==> config.mk <==
export PLATFORM = sky130hd
export DESIGN_NAME = pmsr_regs
export DESIGN_NICKNAME = d
export VERILOG_FILES = /design/src/rtl/pmsr_pkg.sv /design/src/rtl/pmsr_strap_cap.sv /design/src/rtl/pmsr_stamp_ctr.sv /design/src/rtl/pmsr_regs.sv
export SDC_FILE = /design/constraint.sdc
export NUM_CORES = 1
export LEC_CHECK = 0
export BUFFER_PORTS_ARGS = -buffer_cell sky130_fd_sc_hd__buf_2
export CORE_ASPECT_RATIO = 1.5
export CORE_MARGIN = 2
export CORE_UTILIZATION = 47
export DETAILED_ROUTE_END_ITERATION = 16
export PLACE_DENSITY = 0.77
export REMOVE_ABC_BUFFERS = 1
export SLEW_MARGIN = 20
export SYNTH_ARGS = -nofsm -noshare
export SYNTH_HDL_FRONTEND = slang
export SYNTH_SLANG_ARGS = --single-unit
export TNS_END_PERCENT = 30
==> constraint.sdc <==
create_clock -name sys_clk -period 2.48 [get_ports sys_clk]
set_input_delay 0.248 -clock sys_clk [delete_from_list [all_inputs] [get_ports sys_clk]]
set_output_delay 0.248 -clock sys_clk [all_outputs]
set_load 0.1 [all_outputs]
==> src/rtl/pmsr_pkg.sv <==
// Constants for the model-specific configuration register bank
package pmsr_pkg;

    // ------------------------------------------------------------
    // Register bus
    // ------------------------------------------------------------
    localparam int ADDR_W = 12;
    localparam int DATA_W = 64;

    // ------------------------------------------------------------
    // Register indexes
    // ------------------------------------------------------------
    localparam logic [11:0] OFS_LEGACY_MC_ADDRESS   = 12'h000;
    localparam logic [11:0] OFS_LEGACY_MC_TYPE      = 12'h001;
    localparam logic [11:0] OFS_CYCLE_STAMP_COUNTER = 12'h010;
    localparam logic [11:0] OFS_PLATFORM_IDENTITY   = 12'h017;
    localparam logic [11:0] OFS_LOCAL_INTC_BASE     = 12'h01B;
    localparam logic [11:0] OFS_HARD_POWERON_CONFIG = 12'h02A;
    localparam logic [11:0] OFS_TRACE_STORE_AREA    = 12'h600;

    // ------------------------------------------------------------
    // Field positions
    // ------------------------------------------------------------
    localparam int TRACE_ADDR_MSB = 31;
    localparam int PLAT_FLAG_LSB  = 50;
    localparam int PLAT_FLAG_W    = 3;
    localparam int L2_LAT_LSB     = 53;
    localparam int L2_LAT_W       = 4;
    localparam int CLK_RATIO_BIT  = 60;
    localparam int BOOT_PROC_BIT  = 8;
    localparam int INTC_EN_BIT    = 11;
    localparam int INTC_BASE_LSB  = 12;
    localparam int INTC_BASE_W    = 20;
    localparam int DATA_ERR_BIT   = 1;

    // Strap bundle: ratio, latency, platform flag, boot processor
    localparam int STRAP_W = 1 + L2_LAT_W + PLAT_FLAG_W + 1;

    // ------------------------------------------------------------
    // Values after reset
    // ------------------------------------------------------------
    localparam logic [31:0] RST_TRACE_ADDR = 32'h0000_0000;
    localparam logic        RST_INTC_EN    = 1'b1;
    localparam logic [19:0] RST_INTC_BASE  = 20'h0_0000;
    localparam logic        RST_DATA_ERR   = 1'b0;
    localparam logic [63:0] RST_STAMP      = 64'h0000_0000_0000_0000;
    localparam logic [63:0] LEGACY_MC_VAL  = 64'h0000_0000_0000_0000;

    // Edges after reset release before straps are latched
    localparam logic [1:0]  STRAP_SETTLE   = 2'h3;

endpackage

==> src/rtl/pmsr_strap_cap.sv <==
// Strap pin synchroniser that latches the levels once after reset
`timescale 1ns/10ps
module pmsr_strap_cap #(
    parameter int W = 9
) (
    input  wire logic         sys_clk,
    input  wire logic         resetn,
    input  wire logic [W-1:0] strap_pin,
    output logic      [W-1:0] strap_val,
    output logic              strap_ok
);
    logic [W-1:0] sync1;
    logic [W-1:0] sync2;
    logic [1:0]   settle;

    // ------------------------------------------------------------
    // Two-stage synchroniser
    // ------------------------------------------------------------
    always_ff @(posedge sys_clk or negedge resetn) begin
        if (!resetn) begin
            sync1 <= '0;
            sync2 <= '0;
        end else begin
            sync1 <= strap_pin;
            sync2 <= sync1;
        end
    end

    // Latch once the synchroniser has filled, then never again
    always_ff @(posedge sys_clk or negedge resetn) begin
        if (!resetn) begin
            settle    <= 2'h0;
            strap_val <= '0;
            strap_ok  <= 1'b0;
        end else if (!strap_ok) begin
            settle <= settle + 2'h1;
            if (settle == pmsr_pkg::STRAP_SETTLE - 2'h1) begin
                strap_val <= sync2;
                strap_ok  <= 1'b1;
            end
        end
    end

endmodule

==> src/rtl/pmsr_stamp_ctr.sv <==
// Free-running cycle stamp counter with software load
`timescale 1ns/10ps
module pmsr_stamp_ctr #(
    parameter int W = 64
) (
    input  wire logic         sys_clk,
    input  wire logic         resetn,
    input  wire logic         load,
    input  wire logic [W-1:0] load_val,
    output logic      [W-1:0] count
);
    // ------------------------------------------------------------
    // Counter
    // ------------------------------------------------------------
    always_ff @(posedge sys_clk or negedge resetn) begin
        if (!resetn) begin
            count <= pmsr_pkg::RST_STAMP[W-1:0];
        end else if (load) begin
            count <= load_val;
        end else begin
            count <= count + {{(W-1){1'b0}}, 1'b1};
        end
    end

endmodule

==> src/rtl/pmsr_regs.sv <==
// Model-specific configuration and identification register bank
`timescale 1ns/10ps
module pmsr_regs (
    input  wire logic        sys_clk,
    input  wire logic        resetn,
    input  wire logic [11:0] reg_addr,
    input  wire logic [63:0] wr_data,
    input  wire logic        wr_stb,
    input  wire logic        rd_stb,
    input  wire logic [2:0]  plat_flag_pin,
    input  wire logic [3:0]  l2_latency_pin,
    input  wire logic        clk_ratio_pin,
    input  wire logic        boot_proc_pin,
    output logic      [63:0] rd_data,
    output logic             rd_err,
    output logic      [31:0] trace_area_addr,
    output logic             intc_global_en,
    output logic      [19:0] intc_base_addr,
    output logic             boot_processor_flag,
    output logic             data_err_chk_en,
    output logic      [63:0] cycle_stamp
);
    // ------------------------------------------------------------
    // Decode
    // ------------------------------------------------------------
    logic        hit_mca;
    logic        hit_mct;
    logic        hit_stamp;
    logic        hit_plat;
    logic        hit_intc;
    logic        hit_cfg;
    logic        hit_trace;
    logic        hit_any;
    logic [63:0] next_rd_data;
    logic [31:0] wr_low;

    always_comb begin
        hit_mca   = 1'b0;
        hit_mct   = 1'b0;
        hit_stamp = 1'b0;
        hit_plat  = 1'b0;
        hit_intc  = 1'b0;
        hit_cfg   = 1'b0;
        hit_trace = 1'b0;
        if (reg_addr == pmsr_pkg::OFS_LEGACY_MC_ADDRESS) begin
            hit_mca = 1'b1;
        end else if (reg_addr == pmsr_pkg::OFS_LEGACY_MC_TYPE) begin
            hit_mct = 1'b1;
        end else if (reg_addr == pmsr_pkg::OFS_CYCLE_STAMP_COUNTER) begin
            hit_stamp = 1'b1;
        end else if (reg_addr == pmsr_pkg::OFS_PLATFORM_IDENTITY) begin
            hit_plat = 1'b1;
        end else if (reg_addr == pmsr_pkg::OFS_LOCAL_INTC_BASE) begin
            hit_intc = 1'b1;
        end else if (reg_addr == pmsr_pkg::OFS_HARD_POWERON_CONFIG) begin
            hit_cfg = 1'b1;
        end else if (reg_addr == pmsr_pkg::OFS_TRACE_STORE_AREA) begin
            hit_trace = 1'b1;
        end
    end

    assign hit_any = hit_mca | hit_mct | hit_stamp | hit_plat
                   | hit_intc | hit_cfg | hit_trace;
    assign wr_low  = wr_data[31:0];

    // ------------------------------------------------------------
    // Strap capture and cycle stamp counter
    // ------------------------------------------------------------
    logic [pmsr_pkg::STRAP_W-1:0] strap_val;
    logic                         strap_ok;
    logic [2:0]                   plat_flag;
    logic [3:0]                   l2_latency;
    logic                         clk_ratio;

    pmsr_strap_cap #(
        .W (pmsr_pkg::STRAP_W)
    ) u_strap (
        .sys_clk   (sys_clk),
        .resetn    (resetn),
        .strap_pin ({clk_ratio_pin, l2_latency_pin, plat_flag_pin, boot_proc_pin}),
        .strap_val (strap_val),
        .strap_ok  (strap_ok)
    );

    // Identity fields come from pins only; the bus has no path to them
    assign plat_flag  = strap_val[3:1];
    assign l2_latency = strap_val[7:4];
    assign clk_ratio  = strap_val[8];

    pmsr_stamp_ctr #(
        .W (pmsr_pkg::DATA_W)
    ) u_stamp (
        .sys_clk  (sys_clk),
        .resetn   (resetn),
        .load     (wr_stb & hit_stamp),
        .load_val (wr_data),
        .count    (cycle_stamp)
    );

    // ------------------------------------------------------------
    // Trace store area pointer
    // ------------------------------------------------------------
    // Upper half is reserved, so only the low word is stored
    always_ff @(posedge sys_clk or negedge resetn) begin
        if (!resetn) begin
            trace_area_addr <= pmsr_pkg::RST_TRACE_ADDR;
        end else if (wr_stb && hit_trace) begin
            trace_area_addr <= wr_low;
        end
    end

    // ------------------------------------------------------------
    // Local interrupt controller base
    // ------------------------------------------------------------
    // Once cleared, the enable stays off until reset: re-enabling
    // without a reset would leave controller state half-initialised
    always_ff @(posedge sys_clk or negedge resetn) begin
        if (!resetn) begin
            intc_global_en <= pmsr_pkg::RST_INTC_EN;
            intc_base_addr <= pmsr_pkg::RST_INTC_BASE;
        end else if (wr_stb && hit_intc) begin
            intc_global_en <= intc_global_en & wr_data[pmsr_pkg::INTC_EN_BIT];
            intc_base_addr <= wr_data[pmsr_pkg::INTC_BASE_LSB +: pmsr_pkg::INTC_BASE_W];
        end
    end

    // Boot processor indicator follows the latched strap
    always_ff @(posedge sys_clk or negedge resetn) begin
        if (!resetn) begin
            boot_processor_flag <= 1'b0;
        end else if (strap_ok) begin
            boot_processor_flag <= strap_val[0];
        end
    end

    // ------------------------------------------------------------
    // Hard power-on configuration
    // ------------------------------------------------------------
    // Only bit 1 is writable here; every other bit of the word is
    // dropped so stray writes cannot reach feature logic
    always_ff @(posedge sys_clk or negedge resetn) begin
        if (!resetn) begin
            data_err_chk_en <= pmsr_pkg::RST_DATA_ERR;
        end else if (wr_stb && hit_cfg) begin
            data_err_chk_en <= wr_data[pmsr_pkg::DATA_ERR_BIT];
        end
    end

    // ------------------------------------------------------------
    // Read path
    // ------------------------------------------------------------
    always_comb begin
        next_rd_data = 64'h0000_0000_0000_0000;
        if (hit_mca) begin
            next_rd_data = pmsr_pkg::LEGACY_MC_VAL;
        end else if (hit_mct) begin
            next_rd_data = pmsr_pkg::LEGACY_MC_VAL;
        end else if (hit_stamp) begin
            next_rd_data = cycle_stamp;
        end else if (hit_plat) begin
            next_rd_data[pmsr_pkg::PLAT_FLAG_LSB +: pmsr_pkg::PLAT_FLAG_W] = plat_flag;
            next_rd_data[pmsr_pkg::L2_LAT_LSB +: pmsr_pkg::L2_LAT_W] = l2_latency;
            next_rd_data[pmsr_pkg::CLK_RATIO_BIT] = clk_ratio;
        end else if (hit_intc) begin
            next_rd_data[pmsr_pkg::BOOT_PROC_BIT] = boot_processor_flag;
            next_rd_data[pmsr_pkg::INTC_EN_BIT] = intc_global_en;
            next_rd_data[pmsr_pkg::INTC_BASE_LSB +: pmsr_pkg::INTC_BASE_W] = intc_base_addr;
        end else if (hit_cfg) begin
            next_rd_data[pmsr_pkg::DATA_ERR_BIT] = data_err_chk_en;
        end else if (hit_trace) begin
            next_rd_data[pmsr_pkg::TRACE_ADDR_MSB:0] = trace_area_addr;
        end
    end

    // Read data stands for exactly one cycle, zero otherwise
    always_ff @(posedge sys_clk or negedge resetn) begin
        if (!resetn) begin
            rd_data <= 64'h0000_0000_0000_0000;
        end else if (rd_stb) begin
            rd_data <= next_rd_data;
        end else begin
            rd_data <= 64'h0000_0000_0000_0000;
        end
    end

    // Unmapped access of either kind is flagged in the following cycle
    always_ff @(posedge sys_clk or negedge resetn) begin
        if (!resetn) begin
            rd_err <= 1'b0;
        end else begin
            rd_err <= (rd_stb | wr_stb) & ~hit_any;
        end
    end
endmodule

==> Word-level counts from Yosys, hierarchy flattened <==
Cells that the tools add are included.
{ "word_totals": {"reg_bits": 214, "input_bits": 89, "out_inout_bits": 184, "elab_cells": 90} }
{ "op_classes": {"n_addsub": 2, "eq_ne": 7, "mux": 51, "bitwise": 12, "reduce_logical": 5} }
{ "ops": {"columns": ["cell", "n"], "rows": [
  ["two-way mux 64 bit", 4],
  ["two-way mux 32 bit", 3],
  ["adder 64 x 1 -> 64 bit (second input constant)", 1],
  ["== test 12 x 5 -> 1 bit (second input constant)", 3],
  ["two-way mux 1 bit", 35],
  ["two-way mux 30 bit", 1],
  ["two-way mux 21 bit", 1],
  ["two-way mux 18 bit", 1],
  ["two-way mux 7 bit", 2],
  ["== test 12 x 1 -> 1 bit (second input constant)", 1],
  ["== test 12 x 11 -> 1 bit (second input constant)", 1],
  ["== test 12 x 6 -> 1 bit (second input constant)", 1],
  ["logical NOT 12 bit", 1],
  ["two-way mux 8 bit", 1],
  ["bitwise OR 1 bit", 7],
  ["two-way mux 3 bit", 2],
  ["AND 1 bit", 3],
  ["logical AND 1 bit", 3],
  ["adder 2 x 1 -> 2 bit (second input constant)", 1],
  ["== test 2 bit (second input constant)", 1],
  ["two-way mux 2 bit", 1],
  ["NOT 1 bit", 2],
  ["AND reduction 2 bit", 1]
]} }

==> Longest topological paths before layout <==
Gate-level depths: netlist of run 1.
{ "depth": {"ltp_word": 16, "mapped_depth": 8, "mapped_depth_nobuf": 6} }

==> Modules after synthesis <==
Synthesis of run 1 repeated with hierarchy kept, for this count alone.
{ "unflattened": {"hier_cells": 823, "hier_area_um2": 9297.7} }
{ "by_module_without_submodules": {"columns": ["mod", "n_inst", "cells_each", "area_per_inst_um2"], "rows": [
  ["pmsr_regs", 1, 359, 4692.0],
  ["pmsr_stamp_ctr", 1, 417, 3662.3],
  ["pmsr_strap_cap", 1, 47, 943.4]
]} }

==> Worst setup path before layout of run 1 <==
OpenSTA, ideal clock, no wires.
{ "synth_path": {"kind": "register to register", "from": "register u_stamp.count[0]", "to": "register u_stamp.count[58]", "t_arrival_ns": 3.223, "required_time_ns": 2.398, "path_slack_ns": -0.825, "path_stages_with_launch": 8, "period_less_slack_ns": 3.305, "path_cell_list": "dfrtp_1 > ha_1 > nand2_1 > or4_4 > or4b_1 > buf_2 > or3_1 > a31oi_1"} }
{ "synth_via": {"elab_chain_cells": 2} }
{ "synth_lines": {"columns": ["element", "line_no", "source"], "rows": [
  ["start, declared", "pmsr_stamp_ctr.sv:10", "output logic [W-1:0] count"],
  ["start signal, assigned", "pmsr_stamp_ctr.sv:17", "count <= pmsr_pkg::RST_STAMP[W-1:0];"],
  ["start signal, assigned", "pmsr_stamp_ctr.sv:19", "count <= load_val;"],
  ["start signal, assigned", "pmsr_stamp_ctr.sv:21", "count <= count + {{(W-1){1'b0}}, 1'b1};"],
  ["adder 64 x 1 -> 64 bit", "pmsr_stamp_ctr.sv:21", null],
  ["two-way mux 64 bit", "pmsr_stamp_ctr.sv:18", "end else if (load) begin"]
]} }
No other way between the ends.
A chain may end at the register's enable or synchronous reset.

==> Worst setup path after layout of run 1 <==
{ "layout_path": {"from": "register u_stamp.count[0]", "to": "register u_stamp.count[60]"} }
Same word-level chain as after synthesis.

==> impl_metrics.csv, run 1 <==
group,metric,value,unit
floorplan,start_util,47.7,%
synth,synth_area_leaders,"dfrtp_1, mux2_2, nor2_1",
timing,report.final.slew_viol_count,0,
hold_path,hold_depth,3,
clocking,h-tree-depth,1,
pwr,ir_worst_vdd,0.000751,V
clocking,cts_buffers,21,
outcome,outcome,"completed",
clocking,tritoncts,"yes",
timing,max_freq,0.417,GHz
hold_path,hold_class,"in2reg",
clocking,path_clk_slew,0.07,ns
job,maxCapViolCount,0,
floorplan,ios,273,
floorplan,core,19000,um2
global_routing,grt_use_total,25.5,%
floorplan,die-area,20400,um2
setup_path,critPathRequiredTime,2.90,ns
timing,rsz0062_at_grt,"false",
synth,yosysTopAreaCell,"dfrtp_1",
hold_path,min_to,"u_stamp.count[49]",
pwr,p_leak,6.03,nW
final_layout,area_growth,32.5,%
timing,setup_viol,0,
detailed_routing,drt_iter0_markers,521,
global_routing,grt_pass1_vias,7865,
synth,syn_inst,803,
setup_path,worst_ep_arrival_time,2.81,ns
timing,finClkSkew,0.0126,ns
synth,synth-seq-cells,214,
setup_path,r2r_cells,6,
global_routing,grt_overflow_total,0,
pwr,p_per_area,642,nW/um2
final_layout,drive_gt1_share,39.4,%
clocking,cts-root-buf,"clkbuf_16",
synth,yosysMostFrequentCell,"dfrtp_1",
setup_path,r2r-end,"u_stamp.count[60]",
placement,dp_hpwl,18300,um
timing,worst_pin_slew,0.649,ns
setup_path,worst-path-max-fanout,4,
timing,period_share,96.6,%
synth,seq_area_frac_synth,59.1,%
global_routing,antenna_found_initial,2,
setup_path,path_class,"reg2reg",
timing,min_period,2.40,ns
synth,yosysTopAreaCellShare,58.8,%
placement,place_area,11200,um2
timing,setup_slack,0.0834,ns
synth,async_flop_share,100,%
final_layout,post-route-cell-area,12000,um2
detailed_routing,final_antenna_net_count,0,
floorplan,rows,62,
synth,syn_avg_cell_area,11.3,um2
placement,place_ws,-0.0346,ns
floorplan,die_h,174,um
setup_path,worst_setup_path_end_kind,"register",
synth,synth_cell_types,40,
timing,hold_slack,0.0152,ns
pwr,power,7.70,mW
setup_path,r2r_start,"u_stamp.count[0]",
synth,ys.warnings.count,0,
setup_path,start_kind,"register",
clocking,clk_latency,0.49,ns
clocking,clock_path_buffers,3,
synth,syn_area,9060,um2
synth,synth-edff-count,0,
final_layout,nets,1223,
timing,hold_viol,0,
synth,yosys-top-cells-count,"dfrtp_1, nor2_1, a21oi_1, mux2_2, nand2_1",
clocking,cts_sinks,214,
placement,port_buffers,272,
synth,synth-main-ff-cell,"dfrtp_1",
detailed_routing,drc_errors,0,
detailed_routing,firstDrtPassIters,5,
global_routing,grt_max_degree,83,
detailed_routing,via_per_inst,5.47,
placement,gp_congestion,0.840,
final_layout,finish.utilization,63.1,%
global_routing,grt_pass1_wl,41800,um
detailed_routing,drt_wl_total,26000,um
floorplan,die_x,117,um
detailed_routing,vias,7674,
hold_path,holdCritStartpoint,"wr_data[49]",
setup_path,rrSetupSlack,0.08,ns
timing,slew_headroom,56.7,%
detailed_routing,wl_per_cell,18.5,um
worst max-delay path by stage:
| stage | startpoint | end | depth (start not counted) |
|---|---|---|---|
| finish | u_stamp.count[0] | u_stamp.count[60] | 6 |
| global route | u_stamp.count[0] | u_stamp.count[60] | 6 |
| CTS | u_stamp.count[0] | u_stamp.count[60] | 6 |
| detailed placement | u_stamp.count[0] | u_stamp.count[52] | 7 |
| global placement | u_stamp.count[0] | u_stamp.count[56] | 7 |
| floorplan | reg_addr[9] | u_stamp.count[1] | 4 |
final cells by class:
class	instances	area (um2)
Fill cell	1518	7010
Clock inverter	8	70.1
Clock buffer	28	592
Timing Repair Buffer	351	2090
Tap cell	256	320
Antenna cell	2	5.00
Sequential cell	214	5360
Multi-Input combinational cell	536	3540
Inverter	8	30.0
metrics by stage:
step	setup TNS, ns	std cells
2_1_floorplan	-209.98	758
3_5_place_dp	-0.0905	1351
6_report	0	1403
4_1_cts	0	1400
3_3_place_gp	0	1351
5_1_grt	0	1403
timing repair:
item	4_1_cts	5_1_grt
pin swaps	0	4
hold buffers	13	0
resized for setup	1	3
buffers inserted	0	1
hold endpoints to repair	87	0
setup endpoints to repair	4	4
placed cells by master, fill, tap and decap left out, drive strengths merged, types with 3 or more instances in the layout:
cell type	instances
buf	338
dfrtp	213
nor2	94
a21oi	68
mux2	65
nand2	41
a22oi	35
xor2	29
clkbuf	28
nand4	25
and2	24
xnor2	21
nand3	20
and3	16
or3	13
a31oi	13
dlygate4sd3	13
o21ai	11
nor4	11
nor3	9
and4	9
inv	8
or4	8
a222oi	5
clkinv	5
or2	3
o31ai	3
nor4bb	3
where the power goes:
part,total (mW),internal [mW],switching (mW)
logic,0.988,0.255,0.733
clock network,3.08,1.78,1.30
registers,3.63,3.57,0.0595
metal layers:
metal  vias up  wire length (um)  GRT usage, %
li1       3524                 -             -
met1      3779             10000          31.3
met2       315             13500          44.3
met3        56              1650          4.72
met4         0               826          10.4
met5         -                 0             0
kinds of logic (layout without fill, tap and decap cells):
logic type | count (synthesis) | count (layout) | share of synthesized area (%)
and+or+nand+nor | 282 | 282 | 16.3
muxes | 66 | 66 | 8.19
AOI/OAI and AO/OA | 136 | 136 | 9.05
xor gates and xnor gates | 50 | 50 | 4.83
other | 0 | 2 | 0
buffers and inverters | 53 | 395 | 2.22
adders and majority gates | 2 | 2 | 0.276
DFF | 214 | 214 | 59.1
critical path: stages (launching register included):
cell,delay (ns)
dfrtp_1,0.36
ha_2,0.19
nand2_2,0.06
or4_4,0.53
or4b_4,0.54
or4_1,0.49
a31oi_1,0.16
registers in the layout, summed over array words and instances, names as in the netlist:
signal / cells
u_strap.settle: 2
intc_global_en: 1
rd_data: 64
data_err_chk_en: 1
u_stamp.count: 64
u_strap.sync1: 9
trace_area_addr: 32
u_strap.sync2: 9
u_strap.strap_val: 9
boot_processor_flag: 1
u_strap.strap_ok: 1
intc_base_addr: 20
rd_err: 1
Note: power is estimated with default switching activity, not from simulation.
==> inputs of run 2 (changes only) <==
--- a/config.mk
+++ b/config.mk
@@ -10,6 +10,7 @@
 export CORE_MARGIN = 2
 export CORE_UTILIZATION = 47
 export DETAILED_ROUTE_END_ITERATION = 16
+export GPL_TIMING_DRIVEN = 0
 export PLACE_DENSITY = 0.77
 export REMOVE_ABC_BUFFERS = 1
 export SLEW_MARGIN = 20
==> run 2 against run 1 <==
  * The flow now finishes with violations (setup timing)
  * Largest power group unchanged
  * Cell area grew 1.1%
  * Utilization grew 0.72 points
  * Die area is the same
==> impl_metrics.csv, run 2 (synthesis gave the netlist of run 1 again) <==
group,metric,value,unit
setup_path,crit_chain,"nand4_1, or4_4, or4b_4, or4_1, a31oi_1",
global_routing,grt_pass1_wl,40500,um
floorplan,die-area,20400,um2
global_routing,grt_max_degree,84,
setup_path,start_kind,"register",
timing,worst_pin_slew,1.03,ns
setup_path,critPathRequiredTime,2.89,ns
floorplan,die_h,174,um
setup_path,max_stage_delay,0.57,ns
timing,hold_slack,0.00917,ns
global_routing,grt_overflow_total,0,
detailed_routing,firstDrtPassIters,5,
detailed_routing,wl_per_cell,18.6,um
setup_path,worst-path-max-fanout,7,
clocking,path_clk_slew,0.06,ns
pwr,power,7.79,mW
pwr,seqPwrFrac,47.3,%
floorplan,ios,273,
final_layout,most-common-layout-cells,"buf_2, dfrtp_1, nor2_1",
placement,dp_hpwl,18100,um
clocking,cts_sinks,214,
global_routing,grt_use_total,24.6,%
clocking,clk_latency,0.50,ns
detailed_routing,drt_wl_total,25900,um
placement,port_buffers,272,
final_layout,area_growth,34.0,%
floorplan,die_x,117,um
timing,max_freq,0.402,GHz
final_layout,drive_gt1_share,38.0,%
global_routing,antenna_found_initial,2,
pwr,p_per_area,641,nW/um2
pwr,p_leak,6.02,nW
final_layout,nets,1215,
timing,setup_slack,-0.00868,ns
setup_path,worst_ep_arrival_time,2.90,ns
clocking,cts-root-buf,"clkbuf_16",
setup_path,slowest_stage,"or4b_4",
clocking,clock_path_buffers,3,
pwr,switching_power,2.08,mW
hold_path,hold_depth,3,
final_layout,final_common_cell,"buf_2",
outcome,outcome,"complete, but fails checks",
final_layout,reg_top3,"rd_data: 64 flops, u_stamp.count: 64 flops, trace_area_addr: 32 flops",
final_layout,n_fill_cell,1519,
timing,hold_viol,0,
floorplan,core,19000,um2
timing,rsz0062_at_grt,"true",
timing,report.final.slew_viol_count,0,
setup_path,path_class,"reg2reg",
final_layout,multi_input_area,3590,um2
job,maxCapViolCount,0,
final_layout,finish.utilization,63.9,%
final_layout,final-seq-area,5360,um2
timing,min_period,2.49,ns
global_routing,grt_pass1_vias,7670,
pwr,p_comb_share,11.8,%
placement,gp_congestion,0.833,
clocking,tritoncts,"yes",
floorplan,rows,62,
pwr,ir_worst_vdd,0.000509,V
detailed_routing,vias,7685,
pwr,switching_share,26.7,%
placement,place_ws,-0.706,ns
timing,setup_viol,1,
floorplan,start_util,47.7,%
clocking,cts_buffers,21,
timing,period_share,100,%
detailed_routing,via_per_inst,5.52,
detailed_routing,drt_iter0_markers,499,
pwr,internal_power,5.71,mW
pwr,pwr-share-clk,40.9,%
setup_path,worst_setup_path_end_kind,"register",
timing,finClkSkew,0.0200,ns
timing,slew_headroom,30.1,%
setup_path,r2r_cells,5,
outcome,violations,"setup timing",
clocking,h-tree-depth,1,
hold_path,hold_class,"in2reg",
detailed_routing,drc_errors,0,
detailed_routing,final_antenna_net_count,0,
==> run 2: cell types whose count changed in the layout (fill, tap and decap cells not counted), moves of 3 or more <==
cell / before / now
buf_12: 7 / 2
buf_16: 0 / 5
buf_4: 58 / 20
buf_6: 1 / 9
clkbuf_1: 3 / 6
clkbuf_8: 4 / 1
dfrtp_1: 213 / 207
dfrtp_2: 0 / 6
dlygate4sd3_1: 13 / 33
==> run 2: metal layers <==
metal | GRT usage (%) | vias to the layer above | routed length (um)
li1 | - | 3503 | -
met1 | 29.3 | 3814 | 9800
met2 | 44.6 | 306 | 13700
met3 | 4.23 | 62 | 1580
met4 | 9.09 | 0 | 783
met5 | 0 | - | 0
==> run 2: area by class of cell <==
class,instances,area share [%]
antenna,2,0.0412
clock buffer,28,4.63
clock inverter,6,0.866
inverter,8,0.247
multi-input combinational,536,29.6
sequential,214,44.2
tap,256,2.64
timing repair buffer,343,17.8
==> run 2: through the flow <==
| stage | setup TNS [ns] | area, um2 | std cells |
|---|---|---|---|
| 2_1_floorplan | -209.98 | 8890 | 758 |
| 3_5_place_dp | -27.40 | 10900 | 1304 |
| 3_3_place_gp | -1066.57 | 10600 | 1286 |
| 4_1_cts | -0.0217 | 12000 | 1383 |
| 5_1_grt | -0.160 | 12100 | 1393 |
| 6_report | -0.00868 | 12100 | 1393 |
==> run 2: timing repair <==
item | in CTS | in global routing
setup buffers | 12 | 8
pin swaps | 8 | 4
endpoints found under the setup margin | 18 | 18
gates resized for setup | 13 | 4
hold buffers | 33 | 0
hold endpoints to repair | 85 | 0
==> run 2: critical path: cells and delay by family (launching register included) <==
kind / cells / cell delay [ns]
compound gates: 1 / 0.13
flops: 1 / 0.47
simple gates: 4 / 1.80
==> run 2: path summary, 6_finish.rpt <==
kind,startpoint,end,slack [ns]
max in group asynchronous,resetn,intc_global_en,1.08
hold reg to reg,u_strap.sync1[5],u_strap.sync2[5],0.35
setup / recovery,u_stamp.count[25],u_stamp.count[60],-0.009
min in group asynchronous,resetn,rd_data[4],0.26
setup reg to reg,u_stamp.count[25],u_stamp.count[60],-0.009
hold / removal,wr_data[35],u_stamp.count[35],0.009
==> run 2: power groups by stage <==
stage / Sequential (mW) / Clock, mW / Combinational (mW)
2_1_floorplan: 4.16 / 0 / 0.118
3_3_place_gp: 3.75 / 0 / 0.793
3_5_place_dp: 3.75 / 0 / 0.831
4_1_cts: 3.68 / 3.24 / 0.916
5_1_grt: 3.70 / 3.35 / 0.966
6_report: 3.68 / 3.18 / 0.916
